[src/pdms_pkg.sv]
// Constants, register map and types for the powered-device mode block.
// Assumes a 100 MHz reference clock and a 1 us internal timebase tick.
package pdms_pkg;

	// ****************************************
	// Clock and timebase
	// ****************************************
	localparam int CLK_HZ    = 100_000_000;
	localparam int TICK_NS   = 1000;
	localparam int TICK_CYC  = CLK_HZ / (1_000_000_000 / TICK_NS);

	// ****************************************
	// Timing, each in its own unit, then ticks
	// ****************************************
	localparam int ALERT_LOW_MS      = 2;
	localparam int ALERT_LOW_TICKS   = ALERT_LOW_MS * 1_000_000 / TICK_NS;
	localparam int ALERT_PERIOD_MS   = 64;
	localparam int ALERT_PER_TICKS   = ALERT_PERIOD_MS * 1_000_000 / TICK_NS;
	localparam int LAMP_HZ           = 250;
	localparam int LAMP_PER_TICKS    = 1_000_000_000 / TICK_NS / LAMP_HZ;
	localparam int LAMP_DUTY_PCT     = 25;
	localparam int LAMP_HIGH_TICKS   = LAMP_PER_TICKS * LAMP_DUTY_PCT / 100;
	localparam int SLEEP_HOLD_S      = 6;
	localparam int SLEEP_HOLD_TICKS  = SLEEP_HOLD_S * (1_000_000_000 / TICK_NS);
	localparam int START_US          = 256;
	localparam int START_TICKS       = START_US * 1000 / TICK_NS;
	localparam int START_DUTY_PCT    = 25;
	localparam int SLOT_TICKS        = START_TICKS * 100 / START_DUTY_PCT;
	localparam int PATTERN_SLOTS     = 16;
	localparam int ACK_US            = 256;
	localparam int ACK_TICKS         = ACK_US * 1000 / TICK_NS;
	localparam int FRAME_GAP_US      = 1000;
	localparam int FRAME_GAP_TICKS   = FRAME_GAP_US * 1000 / TICK_NS;
	localparam int LIM_LEVELS        = 8;
	localparam logic [3:0] LIM_CURRENT_CODE = 4'h1;

	// ****************************************
	// Pin sampling
	// ****************************************
	localparam int          SYNC_W   = 13;
	localparam logic [12:0] SYNC_RST = 13'h00F0;

	// ****************************************
	// Duty select pin settings
	// ****************************************
	localparam logic [1:0] SDS_FLOAT = 2'h0;
	localparam logic [1:0] SDS_332K  = 2'h1;

	// ****************************************
	// Register map and fields
	// ****************************************
	localparam logic [3:0]  REG_CTRL     = 4'h0;
	localparam logic [3:0]  REG_STATUS   = 4'h4;
	localparam logic [3:0]  REG_LIMIT    = 4'h8;
	localparam int          CTRL_EN_BIT  = 3;
	localparam logic [2:0]  CTRL_CODE_RST = 3'h0;
	localparam logic        CTRL_EN_RST  = 1'b1;
	localparam logic [31:0] RD_UNMAPPED  = 32'h0000_0000;

	typedef enum logic [1:0] {MD_DET, MD_CLS, MD_MARK, MD_PWR} pdms_mode_t;
	typedef enum logic [1:0] {SL_AWAKE, SL_NORMAL, SL_DEEP} pdms_sleep_t;

endpackage

[src/pdms_ctrl.sv]
// Mode, sleep and indicator control of a powered device on a power link.
// Assumes comparator and pin levels arrive asynchronously; Avalon-MM slave.
//
// Operation
// - Indicator patterns only after switch on, power good
// - Indicator disabled in either sleep mode
// - Acknowledge pulse per valid limit request frame
// - Limiting: indicator low 2 ms every 64 ms
// - Sleep lamp 250 Hz, 25 percent, while asleep
// - Edge variant sleeps on request falling edge
// - Held variant needs 6 s low request
// - Wake falling edge returns to normal operation
// - Deep select low gives deep sleep, signature kept
// - Requested limit level replaces classification limit
// - Floating request power limit; low or a single pulse current
// - Floating loop node disables power limiting
// - Duty select four settings; two disable autoclass
// - Four modes chosen from input voltage
// - Detection mode between 1.4 V and 10.1 V
// - Classification mode between 12.5 V and 20.5 V
// - Power mode above power-on threshold
// - At limit, limit control output sinks compensation
// - Power-good sink on while switching and sleeping
// - Start pulse 256 us, then double/triple widths
`timescale 1ns/10ps
module pdms_ctrl #(
	parameter bit EDGE_SLEEP  = 1'b0,
	parameter bit HAS_LAMP    = 1'b1,
	parameter int TICK_CYC    = pdms_pkg::TICK_CYC,
	parameter int ALERT_LOW   = pdms_pkg::ALERT_LOW_TICKS,
	parameter int ALERT_PER   = pdms_pkg::ALERT_PER_TICKS,
	parameter int LAMP_PER    = pdms_pkg::LAMP_PER_TICKS,
	parameter int LAMP_HIGH   = pdms_pkg::LAMP_HIGH_TICKS,
	parameter int HOLD_TICKS  = pdms_pkg::SLEEP_HOLD_TICKS,
	parameter int START_T     = pdms_pkg::START_TICKS,
	parameter int SLOT_T      = pdms_pkg::SLOT_TICKS,
	parameter int ACK_T       = pdms_pkg::ACK_TICKS,
	parameter int GAP_T       = pdms_pkg::FRAME_GAP_TICKS
) (
	input  wire logic                 ref_clk,
	input  wire logic                 resetn,
	input  wire logic [3:0]           avs_address,
	input  wire logic                 avs_read,
	input  wire logic                 avs_write,
	input  wire logic [3:0]           avs_byteenable,
	input  wire logic [31:0]          avs_writedata,
	output logic      [31:0]          avs_readdata,
	output logic                      avs_waitrequest,
	input  wire logic                 vin_det_cmp,
	input  wire logic                 vin_cls_cmp,
	input  wire logic                 vin_on_cmp,
	input  wire logic                 switch_full_on,
	input  wire logic                 limit_reached,
	input  wire logic                 sleep_request_n,
	input  wire logic                 wake_request_n,
	input  wire logic                 deep_sleep_select_n,
	input  wire logic                 limit_request_in,
	input  wire logic                 limit_request_float,
	input  wire logic                 loop_response_node_float,
	input  wire logic [1:0]           signature_duty_select,
	input  wire logic [3:0]           class_limit_level,
	output pdms_pkg::pdms_mode_t      op_mode,
	output pdms_pkg::pdms_sleep_t     sleep_state,
	output logic                      event_indicator_out_oe_n,
	output logic                      power_good_out_oe_n,
	output logic                      sleep_lamp_out,
	output logic                      limit_control_out,
	output logic                      current_limit_mode,
	output logic [3:0]                limit_level,
	output logic                      maintain_signature_current,
	output logic [1:0]                signature_duty_setting,
	output logic                      autoclass_enable
);
	import pdms_pkg::*;

	function automatic logic at_end(input logic [23:0] cnt, input int lim);
		return cnt == 24'(lim - 1);
	endfunction

	// ****************************************
	// Pin synchronisers
	// ****************************************
	logic [SYNC_W-1:0] meta_reg;
	logic [SYNC_W-1:0] sync_reg;
	wire  [SYNC_W-1:0] pins = {vin_det_cmp, vin_cls_cmp, vin_on_cmp,
		switch_full_on, limit_reached, sleep_request_n, wake_request_n,
		deep_sleep_select_n, limit_request_in, limit_request_float,
		loop_response_node_float, signature_duty_select};

	always_ff @(posedge ref_clk) begin
		if (!resetn) begin
			meta_reg <= SYNC_RST;
			sync_reg <= SYNC_RST;
		end else begin
			meta_reg <= pins;
			sync_reg <= meta_reg;
		end
	end

	wire       det_s   = sync_reg[12];
	wire       cls_s   = sync_reg[11];
	wire       on_s    = sync_reg[10];
	wire       sw_s    = sync_reg[9];
	wire       lr_s    = sync_reg[8];
	wire       sl_s    = sync_reg[7];
	wire       wk_s    = sync_reg[6];
	wire       deep_s  = sync_reg[5];
	wire       lim_s   = sync_reg[4];
	wire       lfl_s   = sync_reg[3];
	wire       loop_s  = sync_reg[2];
	wire [1:0] sds_s   = sync_reg[1:0];

	// ****************************************
	// Shared timebase, cleared at reset
	// ****************************************
	logic [15:0] tick_cnt_reg;
	logic        tick_reg;
	wire         tick_wrap = tick_cnt_reg == 16'(TICK_CYC - 1);

	always_ff @(posedge ref_clk) begin
		if (!resetn) begin
			tick_cnt_reg <= 16'h0000;
			tick_reg     <= 1'b0;
		end else begin
			tick_cnt_reg <= tick_wrap ? 16'h0000 : tick_cnt_reg + 16'h0001;
			tick_reg     <= tick_wrap;
		end
	end

	// ****************************************
	// Operating mode
	// ****************************************
	pdms_mode_t  mode_reg;
	pdms_mode_t  mode_next;
	pdms_sleep_t sleep_reg;
	pdms_sleep_t sleep_next;

	always_comb begin
		if (on_s)
			mode_next = MD_PWR;
		else if (cls_s)
			mode_next = MD_CLS;
		else if (det_s)
			mode_next = MD_DET;
		else if (mode_reg == MD_CLS || mode_reg == MD_MARK)
			mode_next = MD_MARK;
		else
			mode_next = MD_DET;
	end

	wire pwr_ready = mode_reg == MD_PWR && sw_s;
	wire awake     = sleep_reg == SL_AWAKE;
	wire pg_ok     = pwr_ready && awake;

	// ****************************************
	// Sleep entry and wake
	// ****************************************
	logic        sl_prev_reg;
	logic        wk_prev_reg;
	logic        hold_run_reg;
	logic [23:0] hold_cnt_reg;
	wire         sl_fall   = sl_prev_reg && !sl_s;
	wire         wk_fall   = wk_prev_reg && !wk_s;
	wire         held_done = hold_run_reg && !sl_s && tick_reg &&
		at_end(hold_cnt_reg, HOLD_TICKS);
	wire         sleep_req = EDGE_SLEEP ? sl_fall : held_done;
	wire         sleep_entry = sleep_req && pwr_ready && awake;

	always_comb begin
		sleep_next = sleep_reg;
		if (mode_reg != MD_PWR) begin
			sleep_next = SL_AWAKE;
		end else begin
			case (sleep_reg)
				SL_AWAKE: begin
					if (sleep_entry)
						sleep_next = deep_s ? SL_NORMAL : SL_DEEP;
				end
				SL_NORMAL, SL_DEEP: begin
					if (wk_fall)
						sleep_next = SL_AWAKE;
				end
				default: sleep_next = SL_AWAKE;
			endcase
		end
	end

	always_ff @(posedge ref_clk) begin
		if (!resetn) begin
			mode_reg     <= MD_DET;
			sleep_reg    <= SL_AWAKE;
			sl_prev_reg  <= 1'b1;
			wk_prev_reg  <= 1'b1;
			hold_run_reg <= 1'b0;
			hold_cnt_reg <= 24'h00_0000;
		end else begin
			mode_reg     <= mode_next;
			sleep_reg    <= sleep_next;
			sl_prev_reg  <= sl_s;
			wk_prev_reg  <= wk_s;
			// A brief low drops the run flag, so the pulse is ignored
			hold_run_reg <= (hold_run_reg || sl_fall) && !sl_s && !held_done;
			if (!hold_run_reg || sl_s)
				hold_cnt_reg <= 24'h00_0000;
			else if (tick_reg)
				hold_cnt_reg <= hold_cnt_reg + 24'h00_0001;
		end
	end

	// ****************************************
	// Limit request frames
	// ****************************************
	logic        lim_prev_reg;
	logic [23:0] gap_cnt_reg;
	logic [3:0]  pulse_cnt_reg;
	logic [3:0]  req_level_reg;
	logic        req_valid_reg;
	logic        req_current_reg;
	logic        shorted_reg;
	wire         lim_edge  = lim_prev_reg != lim_s;
	wire         lim_fall  = lim_prev_reg && !lim_s;
	wire         gap_hit   = tick_reg && at_end(gap_cnt_reg, GAP_T);
	wire         frame_end = gap_hit && lim_s && pulse_cnt_reg != 4'h0;
	wire         ack_go    = frame_end &&
		pulse_cnt_reg <= 4'(LIM_LEVELS);

	always_ff @(posedge ref_clk) begin
		if (!resetn) begin
			lim_prev_reg    <= 1'b1;
			gap_cnt_reg     <= 24'h00_0000;
			pulse_cnt_reg   <= 4'h0;
			req_level_reg   <= 4'h0;
			req_valid_reg   <= 1'b0;
			req_current_reg <= 1'b0;
			shorted_reg     <= 1'b0;
		end else begin
			lim_prev_reg <= lim_s;
			if (lim_edge)
				gap_cnt_reg <= 24'h00_0000;
			else if (tick_reg && gap_cnt_reg != 24'(GAP_T))
				gap_cnt_reg <= gap_cnt_reg + 24'h00_0001;
			if (gap_hit)
				pulse_cnt_reg <= 4'h0;
			else if (lim_fall && pulse_cnt_reg != 4'hF)
				pulse_cnt_reg <= pulse_cnt_reg + 4'h1;
			if (ack_go) begin
				req_level_reg   <= pulse_cnt_reg;
				req_valid_reg   <= 1'b1;
				req_current_reg <= pulse_cnt_reg == LIM_CURRENT_CODE;
			end
			if (lim_edge)
				shorted_reg <= 1'b0;
			else if (gap_hit && !lim_s)
				shorted_reg <= 1'b1;
		end
	end

	// ****************************************
	// Limit control
	// ****************************************
	wire cur_mode_next = !lfl_s && (shorted_reg || req_current_reg);
	// Current limiting survives a floating loop node; power limiting does not
	wire lim_ctl_next  = lr_s && (current_limit_mode || !loop_s);
	wire [3:0] level_next = req_valid_reg ? req_level_reg
		: class_limit_level;

	// ****************************************
	// Indicator: acknowledge, alert, pattern
	// ****************************************
	logic [23:0] ack_cnt_reg;
	logic [23:0] alert_cnt_reg;
	logic [23:0] pat_off_reg;
	logic [4:0]  pat_slot_reg;
	logic [2:0]  ctrl_code_reg;
	logic        ctrl_en_reg;
	wire         slot_end  = tick_reg && at_end(pat_off_reg, SLOT_T);
	wire [23:0]  wide_t    = 24'(START_T * 3);
	wire [23:0]  dbl_t     = 24'(START_T * 2);
	wire         bit_sel   = pat_slot_reg >= 5'h01 && pat_slot_reg <= 5'h03 &&
		ctrl_code_reg[2'(pat_slot_reg - 5'h01)];
	wire [23:0]  pulse_len = pat_slot_reg == 5'h00 ? 24'(START_T)
		: (bit_sel ? wide_t : dbl_t);
	wire         pat_low   = ctrl_en_reg && pat_slot_reg <= 5'h03 &&
		pat_off_reg < pulse_len;
	wire         alert_low = limit_control_out &&
		alert_cnt_reg < 24'(ALERT_LOW);
	wire         ack_low   = ack_cnt_reg != 24'h00_0000;
	// Sleep and an unfinished start-up both silence every source
	wire         ind_low   = pg_ok &&
		(ack_low || alert_low || pat_low);

	always_ff @(posedge ref_clk) begin
		if (!resetn) begin
			ack_cnt_reg   <= 24'h00_0000;
			alert_cnt_reg <= 24'h00_0000;
			pat_off_reg   <= 24'h00_0000;
			pat_slot_reg  <= 5'h00;
		end else begin
			if (ack_go)
				ack_cnt_reg <= 24'(ACK_T);
			else if (tick_reg && ack_low)
				ack_cnt_reg <= ack_cnt_reg - 24'h00_0001;
			if (!limit_control_out || (tick_reg &&
					at_end(alert_cnt_reg, ALERT_PER)))
				alert_cnt_reg <= 24'h00_0000;
			else if (tick_reg)
				alert_cnt_reg <= alert_cnt_reg + 24'h00_0001;
			if (!pg_ok || slot_end)
				pat_off_reg <= 24'h00_0000;
			else if (tick_reg)
				pat_off_reg <= pat_off_reg + 24'h00_0001;
			if (!pg_ok)
				pat_slot_reg <= 5'h00;
			else if (slot_end)
				pat_slot_reg <= pat_slot_reg == 5'(PATTERN_SLOTS - 1) ? 5'h00
					: pat_slot_reg + 5'h01;
		end
	end

	// ****************************************
	// Sleep lamp
	// ****************************************
	logic [23:0] lamp_cnt_reg;
	wire         lamp_next = HAS_LAMP && !awake &&
		lamp_cnt_reg < 24'(LAMP_HIGH);

	always_ff @(posedge ref_clk) begin
		if (!resetn)
			lamp_cnt_reg <= 24'h00_0000;
		else if (awake || (tick_reg && at_end(lamp_cnt_reg, LAMP_PER)))
			lamp_cnt_reg <= 24'h00_0000;
		else if (tick_reg)
			lamp_cnt_reg <= lamp_cnt_reg + 24'h00_0001;
	end

	// ****************************************
	// Register bus, one wait state per access
	// ****************************************
	logic        wait_reg;
	logic [31:0] rdata_reg;
	wire         bus_req = avs_read || avs_write;
	wire         wr_go   = avs_write && !wait_reg && avs_byteenable[0] &&
		avs_address == REG_CTRL;
	wire [31:0]  status_word = {24'h00_0000, autoclass_enable,
		limit_control_out, current_limit_mode, pg_ok, sleep_reg, mode_reg};
	wire [31:0]  rd_mux = avs_address == REG_CTRL ?
			{28'h000_0000, ctrl_en_reg, ctrl_code_reg}
		: avs_address == REG_STATUS ? status_word
		: avs_address == REG_LIMIT ?
			{27'h000_0000, req_valid_reg, limit_level}
		: RD_UNMAPPED;

	always_ff @(posedge ref_clk) begin
		if (!resetn) begin
			wait_reg      <= 1'b1;
			rdata_reg     <= 32'h0000_0000;
			ctrl_code_reg <= CTRL_CODE_RST;
			ctrl_en_reg   <= CTRL_EN_RST;
		end else begin
			wait_reg <= !(bus_req && wait_reg);
			if (bus_req && wait_reg)
				rdata_reg <= rd_mux;
			if (wr_go) begin
				ctrl_code_reg <= avs_writedata[2:0];
				ctrl_en_reg   <= avs_writedata[CTRL_EN_BIT];
			end
		end
	end

	// ****************************************
	// Output flops
	// ****************************************
	always_ff @(posedge ref_clk) begin
		if (!resetn) begin
			event_indicator_out_oe_n   <= 1'b1;
			power_good_out_oe_n        <= 1'b1;
			sleep_lamp_out             <= 1'b0;
			limit_control_out          <= 1'b0;
			current_limit_mode         <= 1'b0;
			limit_level                <= 4'h0;
			maintain_signature_current <= 1'b0;
			signature_duty_setting     <= SDS_FLOAT;
			autoclass_enable           <= 1'b0;
		end else begin
			event_indicator_out_oe_n   <= !ind_low;
			power_good_out_oe_n        <= !(mode_reg == MD_PWR &&
				(!sw_s || !awake));
			sleep_lamp_out             <= lamp_next;
			limit_control_out          <= lim_ctl_next;
			current_limit_mode         <= cur_mode_next;
			limit_level                <= level_next;
			maintain_signature_current <= mode_reg == MD_PWR;
			signature_duty_setting     <= sds_s;
			autoclass_enable           <= sds_s != SDS_FLOAT &&
				sds_s != SDS_332K;
		end
	end

	assign op_mode         = mode_reg;
	assign sleep_state     = sleep_reg;
	assign avs_readdata    = rdata_reg;
	assign avs_waitrequest = wait_reg;
endmodule

[config.mk]
export PLATFORM = sky130hd
export DESIGN_NAME = pdms_ctrl
export DESIGN_NICKNAME = d
export VERILOG_FILES = /design/src/pdms_pkg.sv /design/src/pdms_ctrl.sv
export SDC_FILE = /design/constraint.sdc
export NUM_CORES = 1
export LEC_CHECK = 0
export BUFFER_PORTS_ARGS = -buffer_cell sky130_fd_sc_hd__buf_2
export CAP_MARGIN = 25
export CORE_MARGIN = 4
export CORE_UTILIZATION = 40
export DETAILED_ROUTE_END_ITERATION = 12
export PLACE_DENSITY = 0.58
export SLEW_MARGIN = 5
export SYNTH_ARGS = -nofsm -noshare
export SYNTH_HDL_FRONTEND = slang
export SYNTH_SLANG_ARGS = --single-unit
[constraint.sdc]
create_clock -name ref_clk -period 2.3 [get_ports ref_clk]
set_input_delay 0.115 -clock ref_clk [delete_from_list [all_inputs] [get_ports ref_clk]]
set_output_delay 0.115 -clock ref_clk [all_outputs]
set_load 0.005 [all_outputs]
==> results of run 1 <==
==> final timing paths <==
path / from / to / slack, ps / depth (start not counted)
worst min-delay path: avs_address[0] / avs_readdata[0] / 30 / 4
worst min register to register: sync_reg[3] / current_limit_mode / 400 / 1
worst max-delay path: pat_off_reg[0] / pat_slot_reg[0] / 240 / 6
worst max register to register: pat_off_reg[0] / pat_slot_reg[0] / 240 / 6
==> power groups by stage <==
| stage | registers (W) | clock network [W] | logic (W) |
|---|---|---|---|
| 2_1_floorplan | 0.00425 | 0 | 0.000136 |
| 3_3_place_gp | 0.00426 | 0 | 0.000189 |
| 3_5_place_dp | 0.00426 | 0 | 0.000190 |
| 4_1_cts | 0.00417 | 0.00410 | 0.000220 |
| 5_1_grt | 0.00417 | 0.00427 | 0.000246 |
| 6_report | 0.00417 | 0.00397 | 0.000217 |
==> timing repair <==
item | 4_1_cts | 5_1_grt
hold buffers | 24 | 0
buffers inserted | 0 | 0
gates resized for setup | 0 | 2
endpoints found under the setup margin | 0 | 4
hold endpoints to repair | 23 | 0
==> stage by stage <==
stage	util (%)	instance area, sq um	total power [W]
6_report	48.0	12200	0.00835
5_1_grt	48.0	12200	0.00869
4_1_cts	48.0	12200	0.00849
3_5_place_dp	43.8	11100	0.00445
3_3_place_gp	43.8	11100	0.00445
2_1_floorplan	-	10500	0.00439
==> routing by layer <==
metal  track usage (%)  share of wire [%]  vias up
li1                  -                  -     4222
met1              20.7                 49     3764
met2              24.4                 45      101
met3              2.26                3.6       40
met4              4.48                2.7        0
met5                 0                  0        -
==> cell usage after synthesis (all sizes together), types with 21 or more instances <==
master,instances
a21oi,30
and2,25
and3,21
buf,41
clkbuf,21
dfxtp,237
inv,29
mux2i,26
nand2,80
nand3,50
nand4,42
nor2,213
nor3,47
nor4,33
xnor2,67
xor2,66
==> critical path, stage by stage, from the launching register on <==
cell	delay, ps
dfxtp_1	370
ha_1	200
nand4_1	130
or2_1	290
or3_1	470
or3_1	390
a21oi_1	140
==> final cells by class <==
cell class	instances	area [sq um]	share of cell area [%]
clock inverters	6	80.1	0.656
inverters	29	109	0.892
well taps	330	413	3.38
multi-input cells	877	5280	43.3
flip-flops and latches	237	4740	38.9
diodes	1	2.50	0.0205
repair buffers	117	838	6.87
clock buffers	37	731	5.99
==> kinds of logic after synthesis <==
group | after synthesis | synth area share, %
muxes | 26 | 2.50
buffers and inverters | 91 | 4.45
DFF | 237 | 45.7
adders and majority gates | 18 | 2.17
AOI/OAI and AO/OA | 85 | 5.23
xor gates and xnor gates | 133 | 11.2
and+or+nand+nor | 591 | 28.8
other | 1 | 0.0361
==> impl_metrics.ini, run 1 <==
[outcome]
status = finished, final reports clean

[cts]
clock_path_buffers = 3
clk_pin_slew_ps = 60
cts_htree_levels = 1
cts_tree = done
cts-root-buf = clkbuf_16
clock_latency_ps = 510
cts.sinks = 237
cts_buffers = 25

[die]
design.die.area_sq_um = 28600
die_x_um = 169
fp.dieH_um = 169
rows = 58
coreArea_sq_um = 25400
floorplan.initialDensity_pct = 40.9
io_pins = 111

[routing]
ant_nets = 0
drt-initial-drc-count = 465
drcViolationCount = 0
wirelength_um = 21500
avgViaCountPerCell = 4.97
drt_pass1_iterations = 4
wire_per_inst_um = 13.2
vias = 8127

[placed_design]
place_inst = 1566
post-dp-hpwl_um = 15100
place.gp.congestion = 0.810
port_buffers = 55
dp_slack_ps = 149

[sta]
finalSetupViolations = 0
hold_viol_final = 0
setup_ws_ps = 241
worst_clock_skew_ps = 11.1
worst_pin_slew_ps = 798
max_freq_mhz = 486
max-slew-margin-rel_pct = 46.7
min_period_over_period_pct = 89.5
fin_hold_ws_ps = 25.3
min_period_ps = 2060
fin_setup_tns_ps = 0
slew_violations = 0
rsz0062_at_grt = no

[synthesis]
ys.flop_type = dfxtp_1
synth_top_area_share_pct = 45.7
syn_area_sq_um = 10400
ys_top_cells_by_area = dfxtp_1, nor2_1, xnor2_1
yosysTopAreaCell = dfxtp_1
postSynthCellCount = 1182
ys_seq_area_share_pct = 45.7
yosys_warnings = 0
synth_edf_count = 0
synthDistinctLibCells = 58
synthArstFlopShare_pct = 0
avgSynthCellArea_sq_um = 8.79
ys_seq_elements = 237

[grt]
grt_max_degree = 30
antenna_found_initial = 0
grt_pass1_vias = 7749
grt_overflow = 0
grt_util_all_layers_pct = 15.0
grt_pass1_wl_um = 37100

[final_layout]
stdcell_count = 1634
fin_nets = 1366
layout_common_cells = dfxtp_1, nor2_1, nand2_1, xnor2_1, xor2_1
final_common_cell = dfxtp_1
drive_gt1_share_pct = 11.8
syn2layout_area_growth_pct = 17.4
fill_cells = 2468

[worst_setup_path]
worstPathRequired_ps = 2750
worstSetupPathType = register to register
startpoint_type = register
end_kind = register
cp_data_arrival_time_ps = 2510
crit_fanout = 9

[pwr]
p_clk_share_pct = 47.5
p_int_w = 0.00665
leakage_nw = 4.34
combPwrFrac_pct = 2.6
p_sw_share_pct = 20.4
pwr_density_cell_nw_per_um2 = 685
vdd_drop_max_v = 0.000598
power_switching_w = 0.00171
seqPwrFrac_pct = 49.9

[job]
max_cap_violations = 0

[worst_hold_path]
holdCritPathClass = primary input to register
Note: power is estimated with default switching activity, not from simulation.
==> run 2: changes to the inputs <==
Settings changed: PLACE_DENSITY 0.58 to not set, PLACE_DENSITY_LB_ADDON set to 0.05.
==> run 2 against run 1 <==
Clock-buffer cell count fell by 1; wire length rose by 2.3%; non-clock buffer count rose by 6; highest routed layer unchanged; critical path depth rose by 1; critical path type unchanged; global-route usage rose by 0.28 points; worst hold slack got worse by 1.1 ps; sequential share of layout area fell by 0.62 points; clock skew rose by 7.2 ps; critical endpoint is now alert_cnt_reg[10]; design area rose by 1.6%.
==> impl_metrics.ini, run 2 (same netlist as run 1, synthesis figures left out) <==
[outcome]
status = finished, final reports clean

[die]
floorplan.initialDensity_pct = 40.9
design.die.area_sq_um = 28600
fp.dieH_um = 169
rows = 58
coreArea_sq_um = 25400
die_x_um = 169
io_pins = 111

[pwr]
pwr_density_cell_nw_per_um2 = 713
vdd_drop_max_v = 0.000580
leakage_nw = 4.44

[worst_setup_path]
worstSetupPathType = register to register
end_kind = register
max_stage_delay_ps = 460
worstPathCellList = buf_12 > buf_4 > nand4_1 > or3_1 > o211ai_2 > buf_4 > nor2_1
crit_slowest_cell = or3_1
startpoint_type = register
crit_fanout = 23
critPathBufInv = 3
crit_top_cell = buf_4
cp_top_family = simple AND/OR/NAND/NOR gates
cp_data_arrival_time_ps = 2510
worstPathRequired_ps = 2710

[job]
max_cap_violations = 0

[worst_hold_path]
holdCritPathClass = primary input to register

[final_layout]
final_common_cell = dfxtp_1
stdcell_count = 1646
fin_nets = 1374
antennaDiodeCount = 0
layout_common_cells = dfxtp_1, nor2_1, nand2_1, xnor2_1, xor2_1
fill_cells = 2532
drive_gt1_share_pct = 12.7
fin_area_sq_um = 12400
syn2layout_area_growth_pct = 19.3

[grt]
grt_pass1_vias = 7632
grt_pass1_wl_um = 37700
grt_util_all_layers_pct = 15.3
grt_max_degree = 32
grt_overflow = 0
antenna_found_initial = 0

[cts]
cts.sinks = 237
clock_latency_ps = 540
cts_tree = done
clock_path_buffers = 3
post-cts-setup-buffers = 0
clk_pin_slew_ps = 60
cts-root-buf = clkbuf_16
cts_buffers = 27
cts_htree_levels = 1

[sta]
max-slew-margin-rel_pct = 58.9
hold_viol_final = 0
rsz0062_at_grt = no
max_freq_mhz = 476
fin_setup_tns_ps = 0
slew_violations = 0
finalSetupViolations = 0
fin_hold_ws_ps = 24.2
worst_clock_skew_ps = 18.3
worst_pin_slew_ps = 611
min_period_over_period_pct = 91.3
min_period_ps = 2100

[routing]
wire_per_inst_um = 13.4
drt-initial-drc-count = 363
wirelength_um = 22000
drcViolationCount = 0
avgViaCountPerCell = 4.93
vias = 8122
drt_pass1_iterations = 4
ant_nets = 0

[placed_design]
port_buffers = 55
place_inst = 1571
placed_area_sq_um = 11200
place.gp.congestion = 0.781
post-dp-hpwl_um = 15400
-- run 2: cell types whose count changed in the layout (fill, tap and decap cells not counted) --
cell           before  now
buf_12              3    5
bufinv_16           2    4
clkinv_4            0    1
diode_2             1    0
clkinv_2            4    6
clkinvlp_4          0    2
clkbuf_16          25   27
clkbuf_1            6    4
dlygate4sd3_1      24   25
clkbuf_8            6    5
nor3_1             46   47
inv_6               0    1
nor3_2              1    0
buf_4              35   38
-- run 2: power breakdown --
| group | switching [W] | internal (W) | total [W] |
|---|---|---|---|
| clock network | 0.00169 | 0.00277 | 0.00445 |
| logic | 0.000116 | 0.000100 | 0.000216 |
| registers | 0.0000214 | 0.00415 | 0.00417 |
| total | 0.00182 | 0.00701 | 0.00884 |
-- run 2: path summary, 6_finish.rpt --
kind                                      from                  to  slack (ps)  cells after the start
worst max register to register        tick_reg   alert_cnt_reg[10]         200                      7
worst min-delay path            avs_address[1]     avs_readdata[1]          20                      4
worst max-delay path                  tick_reg   alert_cnt_reg[10]         200                      7
worst min register to register     sync_reg[3]  current_limit_mode         400                      1
-- run 2: through the flow --
step	power (W)	utilization [%]	setup WS, ps
floorplan	0.00439	-	289
CTS	0.00899	48.8	146
global route	0.00919	48.8	23.6
finish	0.00884	48.8	200
global placement	0.00444	44.1	187
detailed placement	0.00445	44.1	176
-- run 2: final cells by class --
class                      instances  area, sq um  area share, %
multi-input combinational        877         5280           42.6
sequential                       237         4740           38.3
timing repair buffer             123          911           7.35
clock buffer                      36          759           6.13
tap                              330          413           3.33
clock inverter                    14          183           1.47
inverter                          29          109          0.878
-- run 2: what timing repair did --
action,CTS,global route
hold endpoints to repair,23,0
resized for setup,0,1
endpoints found under the setup margin,0,1
hold buffers,25,0
-- run 2: per-layer routing --
layer / GRT usage [%] / part of all wire, %
met4: 3.82 / 2.3
met1: 21.3 / 49
met2: 24.8 / 45
met5: 0 / 0
met3: 2.56 / 3.3
-- run 2: worst min-delay path, delay by kind of cell --
family | cells | cell delay (ps)
AOI/OAI and AO/OA | 1 | 150
buffers and inverters | 1 | 90
and+or+nand+nor | 2 | 150
